===== config.mk =====
export PLATFORM = sky130hd
export DESIGN_NAME = pdc_top
export DESIGN_NICKNAME = d
export VERILOG_FILES = /design/src/hdl/pdc_filter.sv /design/src/hdl/pdc_top.sv
export SDC_FILE = /design/constraint.sdc
export NUM_CORES = 1
export LEC_CHECK = 0
export ABC_CLOCK_PERIOD_IN_PS = 2900
export CAP_MARGIN = 10
export CELL_PAD_IN_SITES_DETAIL_PLACEMENT = 0
export CELL_PAD_IN_SITES_GLOBAL_PLACEMENT = 1
export CORE_MARGIN = 1
export CORE_UTILIZATION = 25
export CTS_CLUSTER_DIAMETER = 40
export DETAILED_ROUTE_END_ITERATION = 10
export DONT_BUFFER_PORTS = 1
export GPL_TIMING_DRIVEN = 0
export PLACE_DENSITY = 0.55
export RECOVER_POWER = 50
export SLEW_MARGIN = 20
export SYNTH_ARGS = -nofsm -noshare
export SYNTH_HDL_FRONTEND = slang
export SYNTH_SLANG_ARGS = --single-unit

===== constraint.sdc =====
create_clock -name clk -period 2.9 [get_ports clk]
set_clock_uncertainty 0.2 [all_clocks]
set_input_delay 0.29 -clock clk [delete_from_list [all_inputs] [get_ports clk]]
set_output_delay 0.29 -clock clk [all_outputs]
set_load 0.1 [all_outputs]

===== src/hdl/pdc_filter.sv =====
// constants, settings carrier and the stability filter for the command lines
`timescale 1ns/1ns
package pdc_pkg;
  localparam int          CLK_HZ         = 50_000_000;
  localparam int          MAX_RATE_HZ    = 500_000;
  // one filter step is 80 ns; four steps keep 500 kHz inside its half period
  localparam int          FILT_STEP_NS   = 80;
  localparam int          FILT_STEP_CYC  = (FILT_STEP_NS * (CLK_HZ / 1_000_000) + 999) / 1000;
  localparam int          FILT_CNT_W     = 7;
  localparam logic [14:0] GEAR4_RST      = 15'h0000;
  localparam logic        DIR_POL_RST    = 1'h0;
  localparam logic [3:0]  PULSE_FILT_RST = 4'h4;
  localparam logic [3:0]  DIR_FILT_RST   = 4'h4;
  localparam logic        LIMIT_MTH_RST  = 1'h0;
  localparam logic [14:0] COMPLETE_RST   = 15'h0041;
  localparam logic [14:0] HYST_RST       = 15'h1964;

  typedef enum logic {PDC_LIMIT_TORQUE = 1'b0, PDC_LIMIT_PULSE = 1'b1} pdc_limit_e;

  typedef struct packed {
    logic [14:0] gearNum4;
    logic        dirPolarity;
    logic [3:0]  pulseFilt;
    logic [3:0]  dirFilt;
    pdc_limit_e  limitMethod;
    logic [14:0] completeRange;
    logic [14:0] hystWidth;
  } pdc_cfg_s;
endpackage

// level changes only after threshold consecutive samples disagree with it
module pdc_filter #(
  parameter int CW = 7
) (
  input  wire logic          clk,
  input  wire logic          arst_n,
  input  wire logic          sampleIn,
  input  wire logic [CW-1:0] threshold,
  output logic               filtOut
);
  logic [CW-1:0] stableCnt;

  // any agreeing sample restarts the count, so a glitch never accumulates
  always_ff @(posedge clk or negedge arst_n) begin
    if (!arst_n) begin
      stableCnt <= '0;
      filtOut   <= 1'b0;
    end else if (sampleIn == filtOut) begin
      stableCnt <= '0;
    end else if (stableCnt + 1'b1 >= threshold) begin
      stableCnt <= '0;
      filtOut   <= sampleIn;
    end else begin
      stableCnt <= stableCnt + 1'b1;
    end
  end

  property p_filt_needs_run;
    @(posedge clk) disable iff (!arst_n)
      $changed(filtOut) |-> $past(sampleIn) == filtOut;
  endproperty
  a_filt_needs_run: assert property (p_filt_needs_run)
    else $error("filter changed without matching input");
endmodule


===== src/hdl/pdc_top.sv =====
// command input conditioning: filtering, polarity, limits and in-position flag
`timescale 1ns/1ns
module pdc_top (
  input  wire logic              clk,
  input  wire logic              arst_n,
  input  wire pdc_pkg::pdc_cfg_s cfg,
  input  wire logic              cmdPulseIn,
  input  wire logic              cmdDirIn,
  input  wire logic              cwLimitSwitch,
  input  wire logic              ccwLimitSwitch,
  input  wire logic              positionMode,
  input  wire logic [31:0]       posDeviation,
  output logic [14:0]            gearNum4,
  output logic                   stepValid,
  output logic                   stepPositive,
  output logic                   cwTorqueZero,
  output logic                   ccwTorqueZero,
  output logic                   inPositionOutput
);
  localparam int CW = pdc_pkg::FILT_CNT_W;

  logic          cfgLoaded;
  logic [CW-1:0] pulseThresh;
  logic [CW-1:0] dirThresh;
  logic          pulseFilt;
  logic          dirFilt;
  logic          pulsePrev;
  logic          dirPositive;
  logic          stepBlocked;
  logic [31:0]   remaining;

  // filter strengths are taken once after reset release, like a power cycle
  always_ff @(posedge clk or negedge arst_n) begin
    if (!arst_n) begin
      cfgLoaded   <= 1'b0;
      pulseThresh <= CW'((32'(pdc_pkg::PULSE_FILT_RST) + 1) * pdc_pkg::FILT_STEP_CYC);
      dirThresh   <= CW'((32'(pdc_pkg::DIR_FILT_RST) + 1) * pdc_pkg::FILT_STEP_CYC);
    end else if (!cfgLoaded) begin
      cfgLoaded   <= 1'b1;
      pulseThresh <= CW'((32'(cfg.pulseFilt) + 1) * pdc_pkg::FILT_STEP_CYC);
      dirThresh   <= CW'((32'(cfg.dirFilt) + 1) * pdc_pkg::FILT_STEP_CYC);
    end
  end

  pdc_filter #(.CW(CW)) uPulseFilt (
    .clk       (clk),
    .arst_n    (arst_n),
    .sampleIn  (cmdPulseIn),
    .threshold (pulseThresh),
    .filtOut   (pulseFilt)
  );

  pdc_filter #(.CW(CW)) uDirFilt (
    .clk       (clk),
    .arst_n    (arst_n),
    .sampleIn  (cmdDirIn),
    .threshold (dirThresh),
    .filtOut   (dirFilt)
  );

  // polarity 0 means high is positive; positive travel is taken as clockwise
  assign dirPositive = dirFilt ^ cfg.dirPolarity;
  assign stepBlocked = (cfg.limitMethod == pdc_pkg::PDC_LIMIT_PULSE) &&
                       (dirPositive ? cwLimitSwitch : ccwLimitSwitch);

  // gear numerator passes to the gear stage; 15 bits cover 0..32767 exactly
  always_ff @(posedge clk or negedge arst_n) begin
    if (!arst_n) begin
      gearNum4 <= pdc_pkg::GEAR4_RST;
    end else begin
      gearNum4 <= cfg.gearNum4;
    end
  end

  // one step per rising edge of the filtered pulse line, none while stepBlocked is set
  always_ff @(posedge clk or negedge arst_n) begin
    if (!arst_n) begin
      pulsePrev    <= 1'b0;
      stepValid    <= 1'b0;
      stepPositive <= 1'b0;
    end else begin
      pulsePrev    <= pulseFilt;
      stepValid    <= pulseFilt & ~pulsePrev & ~stepBlocked;
      stepPositive <= dirPositive;
    end
  end

  // torque clamp follows the switch level while method 0 is chosen
  always_ff @(posedge clk or negedge arst_n) begin
    if (!arst_n) begin
      cwTorqueZero  <= 1'b0;
      ccwTorqueZero <= 1'b0;
    end else begin
      cwTorqueZero  <= (cfg.limitMethod == pdc_pkg::PDC_LIMIT_TORQUE) & cwLimitSwitch;
      ccwTorqueZero <= (cfg.limitMethod == pdc_pkg::PDC_LIMIT_TORQUE) & ccwLimitSwitch;
    end
  end

  // magnitude of the deviation; the most negative value maps to 32'h80000000, its exact unsigned magnitude
  assign remaining = posDeviation[31] ? (32'h0 - posDeviation) : posDeviation;

  // set at or below range, release past range plus hysteresis or when positionMode is low
  always_ff @(posedge clk or negedge arst_n) begin
    if (!arst_n) begin
      inPositionOutput <= 1'b0;
    end else if (!positionMode) begin
      inPositionOutput <= 1'b0;
    end else if (remaining <= 32'(cfg.completeRange)) begin
      inPositionOutput <= 1'b1;
    end else if (remaining > 32'(cfg.completeRange) + 32'(cfg.hystWidth)) begin
      inPositionOutput <= 1'b0;
    end
  end

  property p_inpos_set;
    @(posedge clk) disable iff (!arst_n)
      positionMode && remaining <= 32'(cfg.completeRange) |=> inPositionOutput;
  endproperty
  a_inpos_set: assert property (p_inpos_set)
    else $error("in-position not set within range");

  property p_inpos_hold;
    @(posedge clk) disable iff (!arst_n)
      positionMode && inPositionOutput &&
      remaining <= 32'(cfg.completeRange) + 32'(cfg.hystWidth) |=> inPositionOutput;
  endproperty
  a_inpos_hold: assert property (p_inpos_hold)
    else $error("in-position dropped inside hysteresis band");

  property p_inpos_clear;
    @(posedge clk) disable iff (!arst_n)
      remaining > 32'(cfg.completeRange) + 32'(cfg.hystWidth) || !positionMode
      |=> !inPositionOutput;
  endproperty
  a_inpos_clear: assert property (p_inpos_clear)
    else $error("in-position held outside band");

  property p_inpos_mode;
    @(posedge clk) disable iff (!arst_n)
      !positionMode |=> !inPositionOutput;
  endproperty
  a_inpos_mode: assert property (p_inpos_mode)
    else $error("in-position set outside position control");

  property p_block_pulse;
    @(posedge clk) disable iff (!arst_n)
      cfg.limitMethod == pdc_pkg::PDC_LIMIT_PULSE && dirPositive && cwLimitSwitch
      |=> !stepValid;
  endproperty
  a_block_pulse: assert property (p_block_pulse)
    else $error("step passed into active cw limit");

  property p_torque_zero;
    @(posedge clk) disable iff (!arst_n)
      cfg.limitMethod == pdc_pkg::PDC_LIMIT_TORQUE |=> cwTorqueZero == $past(cwLimitSwitch);
  endproperty
  a_torque_zero: assert property (p_torque_zero)
    else $error("cw torque clamp does not follow switch");

  // the ccw side mirrors the cw side; a blocked step must never leak through
  property p_block_ccw;
    @(posedge clk) disable iff (!arst_n)
      cfg.limitMethod == pdc_pkg::PDC_LIMIT_PULSE && !dirPositive && ccwLimitSwitch
      |=> !stepValid;
  endproperty
  a_block_ccw: assert property (p_block_ccw)
    else $error("step passed into active ccw limit");

  property p_torque_ccw;
    @(posedge clk) disable iff (!arst_n)
      cfg.limitMethod == pdc_pkg::PDC_LIMIT_TORQUE |=> ccwTorqueZero == $past(ccwLimitSwitch);
  endproperty
  a_torque_ccw: assert property (p_torque_ccw)
    else $error("ccw torque clamp does not follow switch");

  // with pulse blocking chosen the torque path stays free
  property p_no_clamp;
    @(posedge clk) disable iff (!arst_n)
      cfg.limitMethod == pdc_pkg::PDC_LIMIT_PULSE |=> !cwTorqueZero && !ccwTorqueZero;
  endproperty
  a_no_clamp: assert property (p_no_clamp)
    else $error("torque clamped while pulse blocking chosen");

  property p_dir_pol;
    @(posedge clk) disable iff (!arst_n)
      1'b1 |=> stepPositive == ($past(dirFilt) ^ $past(cfg.dirPolarity));
  endproperty
  a_dir_pol: assert property (p_dir_pol)
    else $error("direction polarity wrong");

  property p_gear;
    @(posedge clk) disable iff (!arst_n)
      1'b1 |=> gearNum4 == $past(cfg.gearNum4);
  endproperty
  a_gear: assert property (p_gear)
    else $error("gear numerator not passed");

  property p_step_edge;
    @(posedge clk) disable iff (!arst_n)
      stepValid |-> $past(pulseFilt) && !$past(pulsePrev);
  endproperty
  a_step_edge: assert property (p_step_edge)
    else $error("step without filtered rising edge");

  property p_step_once;
    @(posedge clk) disable iff (!arst_n)
      stepValid |=> !stepValid;
  endproperty
  a_step_once: assert property (p_step_once)
    else $error("one filtered edge gave two steps");

  property p_thresh_fixed;
    @(posedge clk) disable iff (!arst_n)
      cfgLoaded |=> $stable(pulseThresh) && $stable(dirThresh);
  endproperty
  a_thresh_fixed: assert property (p_thresh_fixed)
    else $error("filter strength changed while running");

  c_step:     cover property (@(posedge clk) disable iff (!arst_n) stepValid);
  c_inpos:    cover property (@(posedge clk) disable iff (!arst_n) $rose(inPositionOutput));
  c_blocked:  cover property (@(posedge clk) disable iff (!arst_n) pulseFilt && stepBlocked);
  c_torque:   cover property (@(posedge clk) disable iff (!arst_n) ccwTorqueZero);
  c_release:  cover property (@(posedge clk) disable iff (!arst_n) $fell(inPositionOutput));
endmodule


==> flow_summary.json <==
{
  "setup_tns_ns": -0.640,
  "avgRoutedWirePerCell_um": 14.8,
  "slew_headroom_pct": 22.4,
  "r2r_cells": 10,
  "finalSetupViolCount": 1,
  "grt_overflow_total": 0,
  "start_kind": "primary input",
  "synth_nets": 601,
  "drt_pass1_iterations": 4,
  "synth_cells": 445,
  "r2r_end": "uDirFilt.filtOut",
  "p_leak_uw": 0.00221,
  "layout_common_cells": "57 x ha_1, 44 x dfrtp_1, 37 x nand2_1, 32 x inv_1, 28 x dlygate4sd3_1",
  "use_met1_pct": 16.2,
  "power_density_nw_per_um2": 484,
  "avgViaCountPerCell": 4.82,
  "ys_ff_latch": 48,
  "cp_slowest_stage_delay_ns": 0.42,
  "holdCritPathClass": "in2reg",
  "path_cells": "ha_4 -> a211oi_4 -> o21bai_2 -> o311a_1 -> o21a_1 -> o21a_1 -> o41ai_4 -> o21ai_2 -> xnor2_2 -> ha_1 -> nand2_2 -> nor3_2 -> nand4_1 -> o21ai_1 -> nand2_1 -> o21ai_2 -> o21ai_2 -> nor4_2",
  "tightestPinTransition_ns": 1.16,
  "violations": "setup timing",
  "grt_setup_unrepaired": "true",
  "cts_root_buf": "clkbuf_16",
  "final_cells": 699,
  "core_area_sq_um": 15900,
  "clockBufferDepth": 2,
  "netlist.area_leader.share_pct": 27.0,
  "ys_seq_area_share_pct": 29.6,
  "multi_input_area_sq_um": 2860,
  "synth_ff_type": "dfrtp_1",
  "htreeDepth": 2,
  "busiest_layer": "met2",
  "routabilityCongestion": 0.822,
  "grt.met3_usage_pct": 3.67,
  "ant_nets": 0,
  "dieWidth_um": 130,
  "grt_pass1_vias": 3466,
  "finalCritPeriodShare_pct": 122,
  "routed_wl_um": 10400,
  "fillers": 1682,
  "rr_startpoint": "uDirFilt.stableCnt[0]",
  "drive_gt1_share_pct": 12.0,
  "grt_use_total_pct": 12.5,
  "critPathMaxFanout": 3,
  "clk_pin_slew_worst_paths_ns": 0.07,
  "initial_core_util_pct": 25.6,
  "worstPathArrival_ns": 3.53,
  "crit_required_ns": 2.89,
  "syn_area_sq_um": 4070,
  "holdCritStartpoint": "cfg[34]",
  "ys_types": 59,
  "chipHeight_um": 130,
  "crit_type": "in2reg",
  "final_core_util_pct": 31.2,
  "status": "complete, but fails checks",
  "seqCellArea_sq_um": 1210,
  "holdPathStages": 2,
  "final-max-slew-violation-count": 0,
  "yosysTopAreaCell": "dfrtp_1",
  "tritoncts": "yes",
  "clkSinkCount": 48,
  "synth_enable_flop_cells": 0,
  "rows": 46,
  "ys_top_cells_by_area": "dfrtp_1 27%, ha_1 19%, xnor2_1 6.0%",
  "preCtsSetupSlack_ns": -1.13,
  "grt_antenna_before_repair": 0,
  "syn_area_per_cell_sq_um": 9.15,
  "slowest_stage": "o41ai_4",
  "drc": 0,
  "num_vias": 3366,
  "worst_setup_path_end_kind": "flop",
  "first_iter_violations": 144,
  "layout_commonest_cell": "ha_1",
  "synth_warnings": 0,
  "r2r_slack_ns": 0.21,
  "cts_made_buffers": 5,
  "placed_cells": 661,
  "areaGrowthSynthToFinish_pct": 21.5,
  "whs_ns": 0.0223,
  "async_reset_ff_share_pct": 100,
  "io_buffers": 0,
  "fin_nets": 638,
  "vdd_drop_max_v": 0.000362,
  "drv_cap": 0,
  "die-area_sq_um": 16800,
  "diodes": 0,
  "min_period_ns": 3.54,
  "ios": 114,
  "timing.fmax_mhz": 283,
  "grt_max_degree": 49,
  "grt_pass1_wl_um": 16700,
  "hold_viol_final": 0,
  "whs_endpoint": "dirThresh[5]",
  "crit_top_cell": "o21ai_2",
  "fin_ws_ns": -0.640,
  "clock_latency_ns": 0.28,
  "hpwlAfterDp_um": 8470,
  "grt_use_met2_pct": 20.7
}
## worst max-delay path, delay by kind of cell
family | cells | cell delay (ns)
AOI/OAI and AO/OA | 10 | 1.90
adders and majority gates | 2 | 0.54
and+or+nand+nor | 5 | 0.66
xor gates and xnor gates | 1 | 0.15
## final cells by class
cell class | count | share of cell area (%)
repair buffers | 30 | 5.92
inverters | 32 | 2.43
clock inverters | 3 | 0.961
flip-flops and latches | 48 | 24.4
plain buffers | 5 | 0.455
clock buffers | 5 | 2.53
multi-input cells | 360 | 57.9
well taps | 216 | 5.46
## flip-flops by register name, summed over array words and instances (netlist names)
name,count
stepValid,1
cwTorqueZero,1
pulsePrev,1
uPulseFilt.stableCnt,7
ccwTorqueZero,1
inPositionOutput,1
uDirFilt.stableCnt,7
cfgLoaded,1
stepPositive,1
gearNum4,15
dirThresh,5
pulseThresh,5
uDirFilt.filtOut,1
uPulseFilt.filtOut,1
## worst max-delay path by stage
stage / cells past startpoint / end / slack, ns / start
after global placement: 14 / inPositionOutput / -1.10 / posDeviation[31]
after global routing: 18 / inPositionOutput / -0.85 / cfg[1]
final: 18 / inPositionOutput / -0.64 / cfg[1]
after detailed placement: 14 / inPositionOutput / -1.13 / posDeviation[31]
after CTS: 18 / inPositionOutput / -0.74 / cfg[0]
after floorplan: 17 / inPositionOutput / -0.54 / cfg[0]
## what timing repair did
action                     CTS  global route
resized for setup            9             8
hold endpoints to repair    75             0
hold buffers                29             0
pin swaps                   11             2
setup endpoints to repair    2             3
buffers inserted             1             0
## synth_stat cells, types with 12 or more instances
cell type,number
xor2_1,15
o21ai_0,24
inv_1,32
a21o_1,12
and3_1,12
a21oi_1,24
nand2_1,38
dfrtp_1,44
nor2_1,26
nand3_1,16
ha_1,61
xnor2_1,28
## report_power, final
group          internal, uW  leakage, uW  switching, uW  total (uW)
Clock                   410    0.0000840            249         659
Combinational           342      0.00153            382         724
Sequential              759     0.000594            253        1010
## metal layers
layer,vias up,routed length (um)
met5,-,0
met4,0,45
met3,6,974
met2,105,4710
met1,1568,4650
li1,1687,-
## stage by stage
stage               cell area [sq um]  power, uW
finish                           4950       2400
global placement                 4380       1670
global route                     4950       2550
detailed placement               4380       1680
CTS                              4930       2420
floorplan                        4110       1520
## logic make-up after synthesis
kind of cell	after synthesis	synth area share (%)
other cells	1	0.0921
flops	48	29.6
fa+ha+maj	62	19.2
compound gates	107	17.8
mux	7	1.94
simple gates	140	18.6
xor+xnor	43	9.25
buf+inv	37	3.44
Note: power is estimated with default switching activity, not from simulation.
